File: config.mk
export PLATFORM = sky130hd
export DESIGN_NAME = cfgsu_top
export DESIGN_NICKNAME = d
export VERILOG_FILES = /design/src/shared/cfgsu_pkg.sv /design/src/core/cfgsu_top.sv /design/src/core/cfgsu_sync.sv /design/src/core/cfgsu_axil.sv
export SDC_FILE = /design/constraint.sdc
export NUM_CORES = 1
export LEC_CHECK = 0
export BUFFER_PORTS_ARGS = -buffer_cell sky130_fd_sc_hd__buf_4
export CORE_ASPECT_RATIO = 0.7
export CORE_UTILIZATION = 40
export DETAILED_ROUTE_END_ITERATION = 8
export PLACE_DENSITY = 0.56
export SYNTH_ARGS = -nofsm -noshare
export SYNTH_HDL_FRONTEND = slang
export SYNTH_HIERARCHICAL = 1
export SYNTH_SLANG_ARGS = --single-unit
File: constraint.sdc
create_clock -name ref_clk -period 2.8 [get_ports ref_clk]
set_input_delay 0.14 -clock ref_clk [delete_from_list [all_inputs] [get_ports ref_clk]]
set_output_delay 0.14 -clock ref_clk [all_outputs]
set_load 0.01 [all_outputs]
File: src/shared/cfgsu_pkg.sv
// Constants and types for the configuration start-up sequencer
package cfgsu_pkg;
   // Preamble and length count framing
   localparam logic [3:0] PREAMBLE_CODE = 4'h2;
   localparam int LEN_BITS = 24;
   localparam int STAGE_COUNT = 5;
   // Register byte offsets
   localparam logic [7:0] REG_CTRL = 8'h00;
   localparam logic [7:0] REG_STATUS = 8'h04;
   localparam logic [7:0] REG_LENGTH = 8'h08;
   localparam logic [7:0] REG_COUNT = 8'h0c;
   // Control field positions
   localparam int CTRL_CLK_SEL = 0;
   localparam int CTRL_DONE_SYNC = 1;
   localparam int CTRL_PULLUP = 2;
   localparam int CTRL_DONE_SEL = 4;
   localparam int CTRL_IO_SEL = 8;
   localparam int CTRL_GSR_SEL = 12;
   localparam int CTRL_MEM_FULL = 16;
   localparam int CTRL_CLEAR = 17;
   // Control reset: config clock, free running, pull-up on, done at stage 1, io at 2, gsr at 3
   localparam logic [31:0] CTRL_RESET = 32'h0000_3214;
   // Start-up clock count after done high at which configuration counts as complete
   localparam int COMPLETE_CYCLES = 3;
   // Bus responses
   localparam logic [1:0] RESP_OKAY = 2'h0;
   localparam logic [1:0] RESP_SLVERR = 2'h2;
   // Header parser states
   typedef enum logic [1:0] {
      CFGSU_HUNT = 2'b00,
      CFGSU_LEN = 2'b01,
      CFGSU_DATA = 2'b11
   } cfgsu_hdr_t;
endpackage : cfgsu_pkg

File: src/core/cfgsu_top.sv
// Configuration start-up sequencer top
// Contract
// - Start when memory full and count matches
// - Next edge sets first stage of five
// - Stages select done, io, reset release
// - Events ordered freely by option
// - Default io one clock after done
// - Default reset release two after done
// - Readback, scan blocked until three clocks
// - Later stages clocked by config or user
// - Config clock always drives stages zero and one
// - Stage two resyncs to user clock
// - Synced modes feed done pin to stage3
// - Low done pin stalls later progress
// - Free modes ignore done pin level; here only stage 3 does, completion still waits for done high
// - Store length count, count config clocks
// - Counting starts at very first clock
// - Mismatch keeps clocking until wraparound match
// - Done open drain, pull-up default on
// - Preamble 0010 then 24-bit length
//
// The implementer's own choices: the AXI4-Lite slave port and the register offsets.
`timescale 1ns/1ps
`default_nettype none
module cfgsu_top (
   // Clock and reset
   input wire logic ref_clk,
   input wire logic rst_b,
   // Configuration link pins
   input wire logic config_clock,
   input wire logic cfgData,
   input wire logic initHigh,
   // Start-up clock from user logic
   input wire logic user_startup_clock,
   // Done-status open-drain pin
   input wire logic doneIn,
   output logic doneOut,
   output logic doneOe_b,
   output logic donePullup,
   // Start-up results
   output logic ioActive,
   output logic global_set_reset,
   output logic configComplete,
   // AXI4-Lite write
   input wire logic [7:0] awaddr,
   input wire logic awvalid,
   output logic awready,
   input wire logic [31:0] wdata,
   input wire logic [3:0] wstrb,
   input wire logic wvalid,
   output logic wready,
   output logic [1:0] bresp,
   output logic bvalid,
   input wire logic bready,
   // AXI4-Lite read
   input wire logic [7:0] araddr,
   input wire logic arvalid,
   output logic arready,
   output logic [31:0] rdata,
   output logic [1:0] rresp,
   output logic rvalid,
   input wire logic rready
);
   logic cclkS;
   logic dataS;
   logic initS;
   logic uclkS;
   logic doneS;
   logic [31:0] ctrlReg;
   logic clearPulse;
   logic config_clock_ff;
   logic uclk_ff;
   logic cclkRise;
   logic uclkRise;
   logic stepClk;
   logic userSel;
   logic syncSel;
   logic memFull;
   cfgsu_pkg::cfgsu_hdr_t hdr_ff;
   logic [3:0] pre_ff;
   logic [4:0] lenBits_ff;
   logic [cfgsu_pkg::LEN_BITS-1:0] length_ff;
   logic [cfgsu_pkg::LEN_BITS-1:0] count_ff;
   logic [cfgsu_pkg::STAGE_COUNT-1:0] stage_ff;
   logic startCond;
   logic doneRel_ff;
   logic [1:0] doneClks_ff;
   logic [31:0] statusVal;

   // Pin synchronisers
   cfgsu_sync uSyncCclk (
      .ref_clk(ref_clk),
      .rst_b(rst_b),
      .asyncIn(config_clock),
      .syncOut(cclkS)
   );
   cfgsu_sync uSyncData (
      .ref_clk(ref_clk),
      .rst_b(rst_b),
      .asyncIn(cfgData),
      .syncOut(dataS)
   );
   cfgsu_sync uSyncInit (
      .ref_clk(ref_clk),
      .rst_b(rst_b),
      .asyncIn(initHigh),
      .syncOut(initS)
   );
   cfgsu_sync uSyncUclk (
      .ref_clk(ref_clk),
      .rst_b(rst_b),
      .asyncIn(user_startup_clock),
      .syncOut(uclkS)
   );
   cfgsu_sync uSyncDone (
      .ref_clk(ref_clk),
      .rst_b(rst_b),
      .asyncIn(doneIn),
      .syncOut(doneS)
   );

   cfgsu_axil uRegs (
      .ref_clk(ref_clk),
      .rst_b(rst_b),
      .awaddr(awaddr),
      .awvalid(awvalid),
      .awready(awready),
      .wdata(wdata),
      .wstrb(wstrb),
      .wvalid(wvalid),
      .wready(wready),
      .bresp(bresp),
      .bvalid(bvalid),
      .bready(bready),
      .araddr(araddr),
      .arvalid(arvalid),
      .arready(arready),
      .rdata(rdata),
      .rresp(rresp),
      .rvalid(rvalid),
      .rready(rready),
      .ctrlReg(ctrlReg),
      .clearPulse(clearPulse),
      .statusVal(statusVal),
      .lengthVal({8'h00, length_ff}),
      .countVal({8'h00, count_ff})
   );

   // Event selection: a 2-bit field names stage 1..4 (0 means stage 4)
   function automatic logic stageTap(input logic [cfgsu_pkg::STAGE_COUNT-1:0] st, input logic [1:0] sel);
      logic r;
      r = st[4];
      unique case (sel)
         2'd1: r = st[1];
         2'd2: r = st[2];
         2'd3: r = st[3];
         2'd0: r = st[4];
      endcase
      return r;
   endfunction : stageTap

   assign userSel = ctrlReg[cfgsu_pkg::CTRL_CLK_SEL];
   assign syncSel = ctrlReg[cfgsu_pkg::CTRL_DONE_SYNC];
   assign memFull = ctrlReg[cfgsu_pkg::CTRL_MEM_FULL];

   // Edge detection on settled clocks
   always_ff @(posedge ref_clk or negedge rst_b) begin
      if (!rst_b) begin
         config_clock_ff <= 1'b0;
         uclk_ff <= 1'b0;
      end else begin
         config_clock_ff <= cclkS;
         uclk_ff <= uclkS;
      end
   end
   assign cclkRise = cclkS && !config_clock_ff;
   assign uclkRise = uclkS && !uclk_ff;
   assign stepClk = userSel ? uclkRise : cclkRise;

   // Header parser and clock counter
   always_ff @(posedge ref_clk or negedge rst_b) begin
      if (!rst_b) begin
         hdr_ff <= cfgsu_pkg::CFGSU_HUNT;
         pre_ff <= 4'hf;
         lenBits_ff <= 5'h00;
         length_ff <= '0;
         count_ff <= '0;
      end else if (clearPulse || !initS) begin
         hdr_ff <= cfgsu_pkg::CFGSU_HUNT;
         pre_ff <= 4'hf;
         lenBits_ff <= 5'h00;
         count_ff <= '0;
      end else if (cclkRise && !stage_ff[0]) begin
         count_ff <= count_ff + 1'b1;
         unique case (hdr_ff)
            cfgsu_pkg::CFGSU_HUNT: begin
               pre_ff <= {pre_ff[2:0], dataS};
               if ({pre_ff[2:0], dataS} == cfgsu_pkg::PREAMBLE_CODE) begin
                  hdr_ff <= cfgsu_pkg::CFGSU_LEN;
               end
            end
            cfgsu_pkg::CFGSU_LEN: begin
               length_ff <= {length_ff[cfgsu_pkg::LEN_BITS-2:0], dataS};
               lenBits_ff <= lenBits_ff + 1'b1;
               if (lenBits_ff == 5'(cfgsu_pkg::LEN_BITS - 1)) begin
                  hdr_ff <= cfgsu_pkg::CFGSU_DATA;
               end
            end
            cfgsu_pkg::CFGSU_DATA: begin
               hdr_ff <= cfgsu_pkg::CFGSU_DATA;
            end
            default: hdr_ff <= cfgsu_pkg::CFGSU_HUNT;
         endcase
      end
   end

   assign startCond = memFull && hdr_ff == cfgsu_pkg::CFGSU_DATA && count_ff == length_ff;

   // Five-stage start-up shift register; stages are sticky until clear
   always_ff @(posedge ref_clk or negedge rst_b) begin
      if (!rst_b) begin
         stage_ff <= '0;
      end else begin
         if (clearPulse) begin
            stage_ff <= '0;
         end
         if (cclkRise && startCond) begin
            stage_ff[0] <= 1'b1;
         end
         if (cclkRise && stage_ff[0]) begin
            stage_ff[1] <= 1'b1;
         end
         if (userSel && uclkRise && stage_ff[1]) begin
            stage_ff[2] <= 1'b1;
         end else if (!userSel && cclkRise && stage_ff[1]) begin
            stage_ff[2] <= 1'b1;
         end
         if (stepClk && stage_ff[2] && (!syncSel || doneS)) begin
            stage_ff[3] <= 1'b1;
         end
         if (stepClk && stage_ff[3]) begin
            stage_ff[4] <= 1'b1;
         end
      end
   end

   // Event outputs and pin drive
   always_ff @(posedge ref_clk or negedge rst_b) begin
      if (!rst_b) begin
         doneRel_ff <= 1'b0;
         ioActive <= 1'b0;
         global_set_reset <= 1'b1;
         doneOut <= 1'b0;
         doneOe_b <= 1'b0;
         donePullup <= 1'b1;
      end else begin
         doneRel_ff <= stageTap(stage_ff, ctrlReg[cfgsu_pkg::CTRL_DONE_SEL +: 2]);
         ioActive <= stageTap(stage_ff, ctrlReg[cfgsu_pkg::CTRL_IO_SEL +: 2]);
         global_set_reset <= !stageTap(stage_ff, ctrlReg[cfgsu_pkg::CTRL_GSR_SEL +: 2]);
         doneOut <= 1'b0;
         doneOe_b <= stageTap(stage_ff, ctrlReg[cfgsu_pkg::CTRL_DONE_SEL +: 2]);
         donePullup <= ctrlReg[cfgsu_pkg::CTRL_PULLUP];
      end
   end

   // Completion: three start-up clocks after done released and pin high
   always_ff @(posedge ref_clk or negedge rst_b) begin
      if (!rst_b) begin
         doneClks_ff <= 2'd0;
         configComplete <= 1'b0;
      end else begin
         if (clearPulse) begin
            doneClks_ff <= 2'd0;
            configComplete <= 1'b0;
         end
         if (stepClk && doneRel_ff && doneS && !configComplete) begin
            if (doneClks_ff == 2'(cfgsu_pkg::COMPLETE_CYCLES - 1)) begin
               configComplete <= 1'b1;
            end else begin
               doneClks_ff <= doneClks_ff + 1'b1;
            end
         end
      end
   end

   assign statusVal = {21'h0, configComplete, global_set_reset, ioActive, doneS, hdr_ff, stage_ff};

   // Checks
   stage_order_a: assert property (@(posedge ref_clk) disable iff (!rst_b)
      $rose(stage_ff[1]) |-> $past(stage_ff[0]))
      else $error("Stage 1 rose without stage 0");
   start_cond_a: assert property (@(posedge ref_clk) disable iff (!rst_b)
      $rose(stage_ff[0]) |-> $past(startCond && cclkRise))
      else $error("Start without match");
   done_sync_a: assert property (@(posedge ref_clk) disable iff (!rst_b)
      $rose(stage_ff[3]) && $past(syncSel) |-> $past(doneS))
      else $error("Stage 3 advanced with done low");
   user_clk_a: assert property (@(posedge ref_clk) disable iff (!rst_b)
      $rose(stage_ff[2]) |-> $past(userSel ? uclkRise : cclkRise))
      else $error("Stage 2 used wrong clock");
   sticky_stage_a: assert property (@(posedge ref_clk) disable iff (!rst_b)
      $fell(stage_ff[0]) |-> $past(clearPulse))
      else $error("Stage dropped without clear");
   io_follow_a: assert property (@(posedge ref_clk) disable iff (!rst_b)
      $rose(stage_ff[2]) && ctrlReg[9:8] == 2'd2 |=> ioActive)
      else $error("Io not released after stage 2");
   gsr_follow_a: assert property (@(posedge ref_clk) disable iff (!rst_b)
      $rose(stage_ff[3]) && ctrlReg[13:12] == 2'd3 |=> !global_set_reset)
      else $error("Reset not released after stage 3");
   complete_gate_a: assert property (@(posedge ref_clk) disable iff (!rst_b)
      $rose(configComplete) |-> $past(doneRel_ff && doneS))
      else $error("Complete before done high");
   count_step_a: assert property (@(posedge ref_clk) disable iff (!rst_b)
      cclkRise && initS && !clearPulse && !stage_ff[0] |=> count_ff == $past(count_ff) + 24'h1)
      else $error("Clock count did not step");
   stage1_clk_a: assert property (@(posedge ref_clk) disable iff (!rst_b)
      $rose(stage_ff[1]) |-> $past(cclkRise))
      else $error("Stage 1 moved off the config clock");
   stage4_step_a: assert property (@(posedge ref_clk) disable iff (!rst_b)
      $rose(stage_ff[4]) |-> $past(stepClk) && $past(stage_ff[3]))
      else $error("Stage 4 set without a step");
   free_step_a: assert property (@(posedge ref_clk) disable iff (!rst_b)
      stepClk && stage_ff[2] && !syncSel |=> stage_ff[3])
      else $error("Free mode stage 3 did not step");
   stall_hold_a: assert property (@(posedge ref_clk) disable iff (!rst_b)
      syncSel && !doneS && !stage_ff[3] |=> !stage_ff[3])
      else $error("Stage 3 set while done held low");
   count_hold_a: assert property (@(posedge ref_clk) disable iff (!rst_b)
      stage_ff[0] && initS && !clearPulse |=> $stable(count_ff))
      else $error("Clock count moved after start");
   pullup_follow_a: assert property (@(posedge ref_clk) disable iff (!rst_b)
      1'b1 |=> donePullup == $past(ctrlReg[cfgsu_pkg::CTRL_PULLUP]))
      else $error("Pull-up enable not following control");
   preamble_a: assert property (@(posedge ref_clk) disable iff (!rst_b)
      hdr_ff == cfgsu_pkg::CFGSU_HUNT && cclkRise && initS && !clearPulse && !stage_ff[0]
      && {pre_ff[2:0], dataS} == cfgsu_pkg::PREAMBLE_CODE |=> hdr_ff == cfgsu_pkg::CFGSU_LEN)
      else $error("Preamble not recognised");
   len_end_a: assert property (@(posedge ref_clk) disable iff (!rst_b)
      hdr_ff == cfgsu_pkg::CFGSU_LEN && lenBits_ff == 5'(cfgsu_pkg::LEN_BITS - 1) && cclkRise && initS
      && !clearPulse && !stage_ff[0] |=> hdr_ff == cfgsu_pkg::CFGSU_DATA)
      else $error("Length field did not end");
   start_c: cover property (@(posedge ref_clk) disable iff (!rst_b) $rose(stage_ff[0]));
   io_c: cover property (@(posedge ref_clk) disable iff (!rst_b) $rose(ioActive));
   stall_c: cover property (@(posedge ref_clk) disable iff (!rst_b) syncSel && stage_ff[2] && !doneS);
   done_c: cover property (@(posedge ref_clk) disable iff (!rst_b) $rose(configComplete));
   user_c: cover property (@(posedge ref_clk) disable iff (!rst_b) userSel && $rose(stage_ff[2]));
endmodule : cfgsu_top
`default_nettype wire

File: src/core/cfgsu_sync.sv
// Three-stage synchroniser with second/third agreement
`timescale 1ns/1ps
`default_nettype none
module cfgsu_sync (
   // Clock and reset
   input wire logic ref_clk,
   input wire logic rst_b,
   // Async level in, settled level out
   input wire logic asyncIn,
   output logic syncOut
);
   logic s1_ff;
   logic s2_ff;
   logic s3_ff;
   always_ff @(posedge ref_clk or negedge rst_b) begin
      if (!rst_b) begin
         s1_ff <= 1'b0;
         s2_ff <= 1'b0;
         s3_ff <= 1'b0;
      end else begin
         s1_ff <= asyncIn;
         s2_ff <= s1_ff;
         s3_ff <= s2_ff;
      end
   end
   always_ff @(posedge ref_clk or negedge rst_b) begin
      if (!rst_b) begin
         syncOut <= 1'b0;
      end else if (s2_ff == s3_ff) begin
         syncOut <= s3_ff;
      end
   end
endmodule : cfgsu_sync
`default_nettype wire

File: src/core/cfgsu_axil.sv
// AXI4-Lite slave for the sequencer registers
`timescale 1ns/1ps
`default_nettype none
module cfgsu_axil (
   // Clock and reset
   input wire logic ref_clk,
   input wire logic rst_b,
   // Write channels
   input wire logic [7:0] awaddr,
   input wire logic awvalid,
   output logic awready,
   input wire logic [31:0] wdata,
   input wire logic [3:0] wstrb,
   input wire logic wvalid,
   output logic wready,
   output logic [1:0] bresp,
   output logic bvalid,
   input wire logic bready,
   // Read channels
   input wire logic [7:0] araddr,
   input wire logic arvalid,
   output logic arready,
   output logic [31:0] rdata,
   output logic [1:0] rresp,
   output logic rvalid,
   input wire logic rready,
   // Register side
   output logic [31:0] ctrlReg,
   output logic clearPulse,
   input wire logic [31:0] statusVal,
   input wire logic [31:0] lengthVal,
   input wire logic [31:0] countVal
);
   logic [7:0] wAddr_ff;
   logic haveAw_ff;
   logic [31:0] wData_ff;
   logic [3:0] wStrb_ff;
   logic haveW_ff;
   logic doWrite;
   assign doWrite = haveAw_ff && haveW_ff && !bvalid;
   assign awready = !haveAw_ff;
   assign wready = !haveW_ff;
   assign arready = !rvalid;
   always_ff @(posedge ref_clk or negedge rst_b) begin
      if (!rst_b) begin
         haveAw_ff <= 1'b0;
         haveW_ff <= 1'b0;
         wAddr_ff <= 8'h00;
         wData_ff <= 32'h0000_0000;
         wStrb_ff <= 4'h0;
      end else begin
         if (awvalid && !haveAw_ff) begin
            haveAw_ff <= 1'b1;
            wAddr_ff <= awaddr;
         end else if (doWrite) begin
            haveAw_ff <= 1'b0;
         end
         if (wvalid && !haveW_ff) begin
            haveW_ff <= 1'b1;
            wData_ff <= wdata;
            wStrb_ff <= wstrb;
         end else if (doWrite) begin
            haveW_ff <= 1'b0;
         end
      end
   end
   always_ff @(posedge ref_clk or negedge rst_b) begin
      if (!rst_b) begin
         ctrlReg <= cfgsu_pkg::CTRL_RESET;
         clearPulse <= 1'b0;
         bvalid <= 1'b0;
         bresp <= cfgsu_pkg::RESP_OKAY;
      end else begin
         clearPulse <= 1'b0;
         if (bvalid && bready) begin
            bvalid <= 1'b0;
         end
         if (doWrite) begin
            bvalid <= 1'b1;
            bresp <= cfgsu_pkg::RESP_OKAY;
            if (wAddr_ff == cfgsu_pkg::REG_CTRL) begin
               for (int i = 0; i < 4; i++) begin
                  if (wStrb_ff[i]) begin
                     ctrlReg[i*8 +: 8] <= wData_ff[i*8 +: 8];
                  end
               end
               clearPulse <= wStrb_ff[2] && wData_ff[cfgsu_pkg::CTRL_CLEAR];
            end else if (wAddr_ff != cfgsu_pkg::REG_STATUS && wAddr_ff != cfgsu_pkg::REG_LENGTH
                         && wAddr_ff != cfgsu_pkg::REG_COUNT) begin
               bresp <= cfgsu_pkg::RESP_SLVERR;
            end
         end
      end
   end
   always_ff @(posedge ref_clk or negedge rst_b) begin
      if (!rst_b) begin
         rvalid <= 1'b0;
         rdata <= 32'h0000_0000;
         rresp <= cfgsu_pkg::RESP_OKAY;
      end else if (rvalid) begin
         if (rready) begin
            rvalid <= 1'b0;
         end
      end else if (arvalid) begin
         rvalid <= 1'b1;
         rresp <= cfgsu_pkg::RESP_OKAY;
         unique case (araddr)
            cfgsu_pkg::REG_CTRL: rdata <= ctrlReg & 32'h0000_ffff;
            cfgsu_pkg::REG_STATUS: rdata <= statusVal;
            cfgsu_pkg::REG_LENGTH: rdata <= lengthVal;
            cfgsu_pkg::REG_COUNT: rdata <= countVal;
            default: begin
               rdata <= 32'h0000_0000;
               rresp <= cfgsu_pkg::RESP_SLVERR;
            end
         endcase
      end
   end
endmodule : cfgsu_axil
`default_nettype wire

==> flow_summary.toml <==
[run_status]
outcome = "finished, final reports clean"

[die]
top_level_ports = 111
core_um2 = 19230
start_util = 0.4163
design.die.area_um2 = 20600
num_rows = 42
fp.dieW_um = 171.1
fp.dieH_um = 120.4

[logic_synthesis]
synth_area_um2 = 8006
syn_inst = 624
avgSynthCellArea_um2 = 12.83
yosysWarnings = 6

[power_and_ir_drop]
ir_drop_mv = 0.3947
power_per_cell_area_nw_per_um2 = 621.6
p_leak_uw = 0.004659
finalPower_uw = 6245

[worst_setup_path]
cp_data_required_time_ns = 3.11
crit_slowest_cell = "or4_1"
cp_max_fo = 8
reg2reg_from = "uRegs/wAddr_ff[1]$_DFFE_PN0P_"
critPathKind = "flip-flop to flip-flop"
cp-end-kind = "flip-flop"
start_kind = "flip-flop"
crit_path_start = "uRegs/wAddr_ff[1]$_DFFE_PN0P_"
critPathMaxStageDelay_ns = 0.70
worst_ep_arrival_time_ns = 2.51
cp_cell_sequence = "or4_1 > nor4_4 > mux2_2"

[route]
drt-pass1-iter-count = 4
postRouteAntennaNets = 0
wl_per_cell_um = 17.04
vias = 5369
drt-initial-drc-count = 339
wirelength_mm = 18.08
drcViolationCount = 0
vias_per_cell = 5.060

[clocking]
cts_max_path_buffers = 2
h-tree-depth = 4
clk_latency_ns = 0.43
clock_sinks = 177
cts_tree = "yes"
numCtsBuffers = 17
clock-root-buffer = "clkbuf_16"
cts.clk_slew.worst_paths_ns = 0.07

[placed_design]
numPortBuffers = 92
place.gp.congestion = 0.7617
dp_hpwl_mm = 12.69

[flow_run]
drv_cap = 0

[layout]
fillerInstances = 1656
layout-drive-gt1-share = 0.3350
finalNetCount = 850
antenna_cells = 0
syn2layout_area_growth_pct = 25.49

[min_path]
holdCritPathClass = "input pin to flip-flop"
worstHoldStart = "araddr[6]"

[global_route]
grt_max_degree = 77
antenna_found_initial = 0
grt_pass1_wl_mm = 30.00
grt_pass1_vias = 5543
grt.overflow.total = 0
gr-usage-all-layers = 0.1901

[timing]
slew_viol_final = 0
tightestPinTransition_ns = 0.7511
fin_crit_sh = 0.7876
hold_viol = 0
finalSetupViolations = 0
max_freq_mhz = 453.5
min_period_ns = 2.205
clock_skew_ns = 0.008451
slew_headroom = 0.4947
setup_tns_ns = 0
rsz0062_at_grt = "false"
report_power, final:
group / internal [uW] / leakage (uW) / switching (uW)
combinational: 495 / 0.00208 / 394
clock: 1210 / 0.000276 / 1050
sequential: 2880 / 0.00230 / 219
stage by stage:
stage | cell area (um^2) | instances | hold slack [ns] | util | worst slack [ns]
6_report | 10050 | 1061 | 0.2277 | 0.5224 | 0.5947
5_1_grt | 10050 | 1061 | 0.2223 | 0.5224 | 0.4881
4_1_cts | 10050 | 1061 | 0.2141 | 0.5224 | 0.5625
3_5_place_dp | 9099 | 990 | 0.2329 | 0.4731 | 0.5760
3_3_place_gp | 9099 | 990 | 0.2140 | 0.4731 | 0.6319
2_1_floorplan | 8149 | 662 | -0.1556 | - | 0.7426
cells in the final DEF (no fill, tap or decap), types with 16 or more instances in the layout:
cell type and count:
mux2_2 86, nand3_1 17, nand2_1 35, mux4_2 19
conb_1 40, a22oi_1 16, clkbuf_16 17, buf_4 98
o21ai_0 30, a21oi_1 20, dfrtp_1 167, xor2_1 31
a22o_1 16, dlygate4sd3_1 39, inv_1 16
final cells by class:
class	count	area [um^2]	share of cell area
flip-flops and latches	177	4442	0.4421
multi-input cells	432	3480	0.3463
repair buffers	140	1177	0.1172
clock buffers	21	460.4	0.04583
well taps	264	330.3	0.03288
clock inverters	11	97.59	0.009714
inverters	16	60.06	0.005978
routing by layer:
| layer | global-route usage | share of wire | vias to the layer above |
|---|---|---|---|
| met2 | 0.2721 | 0.43 | 86 |
| li1 | - | - | 2570 |
| met1 | 0.2939 | 0.53 | 2701 |
| met3 | 0.03895 | 0.034 | 12 |
| met5 | 0 | 0 | - |
| met4 | 0.04241 | 0.0071 | 0 |
final timing paths:
check	slack, ns	end	cells after the start
max in group asynchronous	1.69	uRegs/ctrlReg[13]$_DFFE_PN1P_	3
hold reg to reg	0.35	uSyncDone/s2_ff$_DFF_PN0_	0
min in group asynchronous	0.30	uSyncData/s1_ff$_DFF_PN0_	2
hold / removal	0.23	uRegs/rresp[1]$_DFFE_PN0P_	4
setup / recovery	0.59	uRegs/ctrlReg[0]$_DFFE_PN0P_	3
setup reg to reg	0.59	uRegs/ctrlReg[0]$_DFFE_PN0P_	3
state kept, by name, summed over array words and instances, names as in the netlist, 2 cells and up:
name and flops:
lenBits_ff 5, count_ff 24, uRegs/wStrb_ff 3, uRegs/rdata 32, doneClks_ff 2, pre_ff 3
uRegs/wAddr_ff 8, hdr_ff 2, length_ff 24, stage_ff 5, uRegs/ctrlReg 17, uRegs/wData_ff 18
critical path, delay by kind of cell, from the launching register on:
family / cells / cell delay [ns]
and+or+nand+nor: 2 / 1.32
muxes: 1 / 0.40
DFF: 1 / 0.37
what timing repair did:
item                      CTS  global route
resized for setup           0             0
hold buffers               39             0
setup buffers               0             0
hold endpoints to repair  108             0
(Power assumes the default switching activity.)
